<file path="config.mk">
export PLATFORM = sky130hd
export DESIGN_NAME = bsr_shift_top
export DESIGN_NICKNAME = d
export VERILOG_FILES = /design/src/bsr_pkg.sv /design/src/bsr_fifo.sv /design/src/bsr_shift_top.sv
export SDC_FILE = /design/constraint.sdc
export NUM_CORES = 1
export LEC_CHECK = 0
export BUFFER_PORTS_ARGS = -buffer_cell sky130_fd_sc_hd__buf_2
export CAP_MARGIN = 10
export CELL_PAD_IN_SITES_DETAIL_PLACEMENT = 0
export CELL_PAD_IN_SITES_GLOBAL_PLACEMENT = 2
export CORE_MARGIN = 10
export CORE_UTILIZATION = 50
export DETAILED_ROUTE_END_ITERATION = 16
export PLACE_DENSITY = 0.81
export SYNTH_ARGS = -nofsm -noshare
export SYNTH_HDL_FRONTEND = slang
export SYNTH_SLANG_ARGS = --single-unit
</file>
<file path="constraint.sdc">
create_clock -name I_CLK -period 7.45 [get_ports I_CLK]
set_clock_uncertainty 0.1 [all_clocks]
set_input_delay 0.3725 -clock I_CLK [delete_from_list [all_inputs] [get_ports I_CLK]]
set_output_delay 0.3725 -clock I_CLK [all_outputs]
set_load 0.02 [all_outputs]
</file>
<file path="src/bsr_pkg.sv">
// constants, operation codes and select decoding for the eight-bit shift register
// assumes selects and data come from logic on the same clock as the register
package bsr_pkg;

    localparam int            REG_WIDTH    = 8;
    localparam int            FIFO_DEPTH   = 16;
    localparam logic [7:0]    REG_RESET    = 8'h00;

    // select field positions inside the packed {high, low} pair
    localparam int            SEL_LOW_POS  = 0;
    localparam int            SEL_HIGH_POS = 1;

    localparam logic [1:0]    MODE_LOAD       = 2'h0;
    localparam logic [1:0]    MODE_SHIFT_HIGH = 2'h1;
    localparam logic [1:0]    MODE_SHIFT_LOW  = 2'h2;
    localparam logic [1:0]    MODE_HOLD       = 2'h3;

    typedef enum logic [3:0] {
        OP_LOAD       = 4'h1,
        OP_SHIFT_HIGH = 4'h2,
        OP_SHIFT_LOW  = 4'h4,
        OP_HOLD       = 4'h8
    } bsr_op_type;

    // every select code is legal, so no default is needed
    function automatic bsr_op_type bsr_decode(input logic [1:0] sel);
        bsr_op_type op;
        op = OP_HOLD;
        unique case (sel)
            MODE_LOAD:       op = OP_LOAD;
            MODE_SHIFT_HIGH: op = OP_SHIFT_HIGH;
            MODE_SHIFT_LOW:  op = OP_SHIFT_LOW;
            MODE_HOLD:       op = OP_HOLD;
        endcase
        return op;
    endfunction

endpackage

</file>
<file path="src/bsr_fifo.sv">
// first-in first-out buffer with a registered output stage
// assumes one clock, synchronous active-high reset, depth a power of two
`timescale 1ns/10ps
module bsr_fifo #(
    parameter int WIDTH = 8,
    parameter int DEPTH = 16
) (
    // clock and reset
    input  wire logic             i_clk,
    input  wire logic             i_rst,
    // filling side
    input  wire logic             i_in_valid,
    input  wire logic [WIDTH-1:0] i_in_data,
    output logic                  o_in_ready,
    // draining side
    output logic                  o_out_valid,
    output logic [WIDTH-1:0]      o_out_data,
    input  wire logic             i_out_ready
);
    localparam int            AW         = $clog2(DEPTH);
    localparam logic [AW:0]   FULL_COUNT = (AW+1)'(DEPTH);

    logic [WIDTH-1:0] mem_q [DEPTH];
    logic [AW-1:0]    wr_q;
    logic [AW-1:0]    rd_q;
    logic [AW:0]      count_q;
    logic [AW:0]      count_d;
    logic             in_ready_q;
    logic             out_valid_q;
    logic [WIDTH-1:0] out_data_q;

    wire logic push    = i_in_valid && in_ready_q;
    wire logic pop_mem = (count_q != '0) && (!out_valid_q || i_out_ready);

    assign count_d = count_q + {{AW{1'b0}}, push} - {{AW{1'b0}}, pop_mem};

    // ready is registered so the source sees it straight from a flop
    always_ff @(posedge i_clk) begin
        if (i_rst) begin
            wr_q       <= '0;
            rd_q       <= '0;
            count_q    <= '0;
            in_ready_q <= 1'b1;
        end else begin
            wr_q       <= push ? wr_q + 1'b1 : wr_q;
            rd_q       <= pop_mem ? rd_q + 1'b1 : rd_q;
            count_q    <= count_d;
            in_ready_q <= (count_d != FULL_COUNT);
        end
    end

    always_ff @(posedge i_clk) begin
        if (push) begin
            mem_q[wr_q] <= i_in_data;
        end
    end

    always_ff @(posedge i_clk) begin
        if (i_rst) begin
            out_valid_q <= 1'b0;
            out_data_q  <= '0;
        end else if (pop_mem) begin
            out_valid_q <= 1'b1;
            out_data_q  <= mem_q[rd_q];
        end else if (i_out_ready) begin
            out_valid_q <= 1'b0;
        end
    end

    assign o_in_ready  = in_ready_q;
    assign o_out_valid = out_valid_q;
    assign o_out_data  = out_data_q;
endmodule

</file>
<file path="src/bsr_shift_top.sv">
// eight-bit register with parallel load, hold and shifts in both directions
// assumes selects and data are driven by logic on I_CLK; results stream out through a fifo
`timescale 1ns/10ps
module bsr_shift_top (
    // clock and reset
    input  wire logic                            I_CLK,
    input  wire logic                            I_SYS_RST,
    // operation select
    input  wire logic                            I_MODE_SELECT_LOW,
    input  wire logic                            I_MODE_SELECT_HIGH,
    // data in
    input  wire logic                            I_SERIAL_IN_LOW_END,
    input  wire logic                            I_SERIAL_IN_HIGH_END,
    input  wire logic [bsr_pkg::REG_WIDTH-1:0]   I_PARALLEL_LOAD_IN,
    // register state
    output logic      [bsr_pkg::REG_WIDTH-1:0]   O_REGISTER_OUT,
    output logic                                 O_OP_READY,
    // result stream
    output logic                                 O_STREAM_VALID,
    output logic      [bsr_pkg::REG_WIDTH-1:0]   O_STREAM_DATA,
    input  wire logic                            I_STREAM_READY
);
    import bsr_pkg::*;

    logic [REG_WIDTH-1:0] reg_q;
    logic [REG_WIDTH-1:0] reg_d;
    logic                 fifo_in_ready;

    // decoding of the two selects
    wire logic [1:0] sel_pair = {I_MODE_SELECT_HIGH, I_MODE_SELECT_LOW};
    wire bsr_op_type op       = bsr_decode(sel_pair);

    wire logic is_hold = (op == OP_HOLD);
    wire logic is_load = (op == OP_LOAD);
    wire logic is_shh  = (op == OP_SHIFT_HIGH);
    wire logic is_shl  = (op == OP_SHIFT_LOW);

    // a change of state needs room for its result, else the operation waits
    wire logic apply = !is_hold && fifo_in_ready;
    wire logic stall = !is_hold && !fifo_in_ready;

    // candidate next values
    wire logic [REG_WIDTH-1:0] load_val = I_PARALLEL_LOAD_IN;
    wire logic [REG_WIDTH-1:0] shh_val  =
        {reg_q[REG_WIDTH-2:0], I_SERIAL_IN_LOW_END};
    wire logic [REG_WIDTH-1:0] shl_val  =
        {I_SERIAL_IN_HIGH_END, reg_q[REG_WIDTH-1:1]};

    wire logic [REG_WIDTH-1:0] op_val =
        is_load ? load_val :
        is_shh  ? shh_val  :
        is_shl  ? shl_val  : reg_q;

    assign reg_d = apply ? op_val : reg_q;

    // state moves only on the rising edge
    always_ff @(posedge I_CLK) begin
        if (I_SYS_RST) begin
            reg_q <= REG_RESET;
        end else begin
            reg_q <= reg_d;
        end
    end

    // every applied operation queues its new value
    bsr_fifo #(
        .WIDTH (REG_WIDTH),
        .DEPTH (FIFO_DEPTH)
    ) u_fifo (
        .i_clk       (I_CLK),
        .i_rst       (I_SYS_RST),
        .i_in_valid  (apply),
        .i_in_data   (op_val),
        .o_in_ready  (fifo_in_ready),
        .o_out_valid (O_STREAM_VALID),
        .o_out_data  (O_STREAM_DATA),
        .i_out_ready (I_STREAM_READY)
    );

    assign O_REGISTER_OUT = reg_q;
    assign O_OP_READY     = fifo_in_ready;

    // checking aid only: words held in queue memory and output stage together
    logic [5:0] held_q;
    logic [5:0] held_d;
    wire logic  word_out  = O_STREAM_VALID && I_STREAM_READY;
    wire logic  held_full = (held_q >= 6'(FIFO_DEPTH));

    assign held_d = held_q + {5'h00, apply} - {5'h00, word_out};

    always_ff @(posedge I_CLK) begin
        if (I_SYS_RST) begin
            held_q <= 6'h00;
        end else begin
            held_q <= held_d;
        end
    end

    // per-bit view of load and both shifts, so a fault names its bit
    for (genvar n = 0; n < REG_WIDTH; n++) begin : g_bit_chk

        if (n > 0) begin : g_up

        end
        if (n < REG_WIDTH-1) begin : g_down

        end
    end
endmodule

</file>
==> flow_summary_export.csv <==
group,metric,value,unit
outcome,status,"finished, final reports clean",
cts,cts_buffers,17,
floorplanning,ios,33,
critical_path,endpoint_kind,"flop",
sta,hold_ws,217,ps
cts,clkSinkCount,159,
drt,drtAntennaViolNets,0,
cts,cts_buffer_depth,2,
logic_synthesis,synthAdderAreaFrac,2.43,%
cts,clkLatencyLatePin,410,ps
logic_synthesis,synth-simple-area-share,6.30,%
logic_synthesis,seq_area_frac_synth,68.9,%
logic_synthesis,netlist_top_cells_count,"128 x edfxtp_1, 40 x mux4_2, 36 x nor2_1, 31 x dfxtp_1",
drt,first_pass_iters,4,
job,cap_violations,0,
sta,slew_headroom,43.0,%
critical_path,cp_data_required_time,7630,ps
sta,fin_crit,3620,ps
placement,dp_hpwl,8270,um
pwr,ir_drop,0.000188,V
logic_synthesis,netlist.area_leader.share,59.3,%
cts,cts-root-buf,"clkbuf_16",
global_routing,track_usage,15.0,%
finish,finish.utilization,58.3,%
critical_path,cp_common_cell,"ha_1",
placement,port_buffers,32,
critical_path,crit_buf_inv,3,
logic_synthesis,synth-xor-area-share,1.35,%
drt,vias_per_cell,5.52,
finish,num-fill-cells,982,
logic_synthesis,synth_top_area_cell,"edfxtp_1",
critical_path,critPathMaxFanout,11,
finish,nNetsFinal,433,
critical_path,cpLargestDelayFamily,"simple AND/OR/NAND/NOR gates",
logic_synthesis,syn_area_per_cell,17.6,um^2
drt,vias,3261,
sta,finalSetupViolCount,0,
logic_synthesis,synthMuxAreaShare,16.2,%
logic_synthesis,ys_seq_elements,159,
logic_synthesis,synth_cell_type_count,36,
sta,max_slew.worst_pin.slew,851,ps
logic_synthesis,yosysMostFrequentCell,"edfxtp_1",
drt,routed_wl,12800,um
finish,layout-area-overhead-vs-synth,14.1,%
logic_synthesis,synth.net_count,395,
floorplanning,initial_core_util,51.1,%
logic_synthesis,synth-compound-area-share,2.41,%
floorplanning,die_area,17900,um^2
floorplanning,die_x,134,um
finish,multi_input_comb_area,1860,um^2
cts,cts_tree,"done",
pwr,p_leak,2.53,nW
finish,drive_above_1_share,27.9,%
cts,cts_resized,0,
drt,drt_iter0_drc,260,
drt,drt_drc_violations_left,0,
floorplanning,core,12700,um^2
logic_synthesis,synth_ff_type,"edfxtp_1",
logic_synthesis,syn_area,6480,um^2
cts,clk_pin_slew_worst_paths,60,ps
sta,rsz0062_at_grt,"false",
cts,cts_setup_buffers,0,
floorplanning,rows,41,
sta,final.setup.tns,0,ps
finish,regArea,4470,um^2
finish,diodes,0,
logic_synthesis,synth-edff-count,128,
critical_path,worstPathArrival,3800,ps
critical_path,cp_slowest_cell,"or4b_1",
critical_path,criticalPathCategory,"reg -> reg",
critical_path,slowest_delay,510,ps
logic_synthesis,ys_async_sr_fraction,0,%
floorplanning,die-height,134,um
drt,wl_per_cell,21.7,um
global_routing,grt_max_degree,35,
global_routing,grt_pass1_vias,3470,
critical_path,critPathLaunchType,"flop",
cts,cts_max_level,4,
sta,fmax,276,MHz
logic_synthesis,ys_top_cells_by_area,"edfxtp_1 59%, mux4_2 14%, dfxtp_1 9.6%, mux2i_1 2.3%, ha_1 2.1%",
hold_path,hold_path.class,"in -> reg",
cts,holdBufCountCts,0,
sta,period_share,48.6,%
placement,gp_congestion,0.734,
critical_path,crit_chain,"inv_1, ha_1, or4b_4, nand2_1, inv_4, ha_1, inv_1, ha_1, fa_1, a21oi_1, o21bai_1, xnor2_1, or4b_1",
sta,timing_hold_violations_final,0,
sta,drv_slew,0,
logic_synthesis,synthCells,368,
pwr,p_per_area,381,nW/um^2
logic_synthesis,yosys_warnings,0,
global_routing,antenna_found_initial,0,
global_routing,grt.overflow.total,0,
logic_synthesis,synth_top_family_by_area,"multiplexers",
global_routing,grt_pass1_wl,20300,um
-- per-stage QoR --
step / instances / setup slack [ps] / area, um^2 / total power [mW]
floorplan: 368 / 4260 / 6480 / 1.77
global placement: 559 / 3940 / 6800 / 1.96
detailed placement: 559 / 3860 / 6800 / 1.98
CTS: 591 / 3810 / 7390 / 2.85
global route: 591 / 3600 / 7390 / 2.96
finish: 591 / 3830 / 7390 / 2.81
-- worst min-delay path, cell delays in order --
cell	delay, ps
buf_2	70
nand2b_1	150
a21oi_1	80
-- report_power, final --
| part | switching (mW) | leakage, nW | total, mW | internal (mW) |
|---|---|---|---|---|
| Sequential | 0.0579 | 1.43 | 1.16 | 1.10 |
| Clock | 0.345 | 0.282 | 0.872 | 0.527 |
| Combinational | 0.438 | 0.809 | 0.780 | 0.341 |
-- path summary, 6_finish.rpt --
| kind | start | end | slack, ps | depth (start not counted) |
|---|---|---|---|---|
| max | u_fifo.count_q[3] | u_fifo.o_in_ready | 3830 | 13 |
| min | I_STREAM_READY | u_fifo.o_out_valid | 220 | 3 |
| max reg2reg | u_fifo.count_q[3] | u_fifo.o_in_ready | 3830 | 13 |
| min reg2reg | O_REGISTER_OUT[0] | O_REGISTER_OUT[0] | 400 | 2 |
-- per-layer routing --
layer	track usage [%]	part of all wire, %
met4	5.08	1.0
met2	23.2	49
met3	3.51	4.9
met5	0	0
met1	20.5	45
-- registers in the layout, indices dropped and copies added, names as in the netlist --
register / count
u_fifo.mem_q: 128
u_fifo.o_out_data: 8
u_fifo.count_q: 5
u_fifo.rd_q: 4
u_fifo.wr_q: 4
u_fifo.o_out_valid: 1
O_REGISTER_OUT: 8
u_fifo.o_in_ready: 1
-- cell usage in the layout (no fill, tap or decap), types with 2 or more instances in the layout --
master      count
nand2_1        15
buf_4           7
nand3_1         2
nor2_1         36
nor3_1         11
ha_1           11
inv_2           2
mux4_2         40
clkbuf_16      17
inv_1           8
nand2b_1        3
mux2i_1        15
xor2_1          4
a21oi_1         6
inv_6           3
clkinvlp_4      3
clkinv_1        2
o21bai_1        2
dfxtp_1        30
nor2b_1         2
o221ai_1        7
buf_2          32
nand3b_1        7
bufinv_16       3
clkinv_2        2
edfxtp_1      128
xnor2_1         6
-- final cells by class --
type,instances,share of cell area [%]
Timing Repair Buffer,39,2.88
Clock inverter,14,2.23
Multi-Input combinational cell,178,25.2
Sequential cell,159,60.4
Inverter,11,0.592
Tap cell,172,2.91
Clock buffer,18,5.81
-- cell families after synthesis --
kind of cell | Yosys count
xor+xnor | 10
flops | 159
compound gates | 18
buf+inv | 31
fa+ha+maj | 12
simple gates | 83
mux | 55
Power figures use the tool's default switching activity.
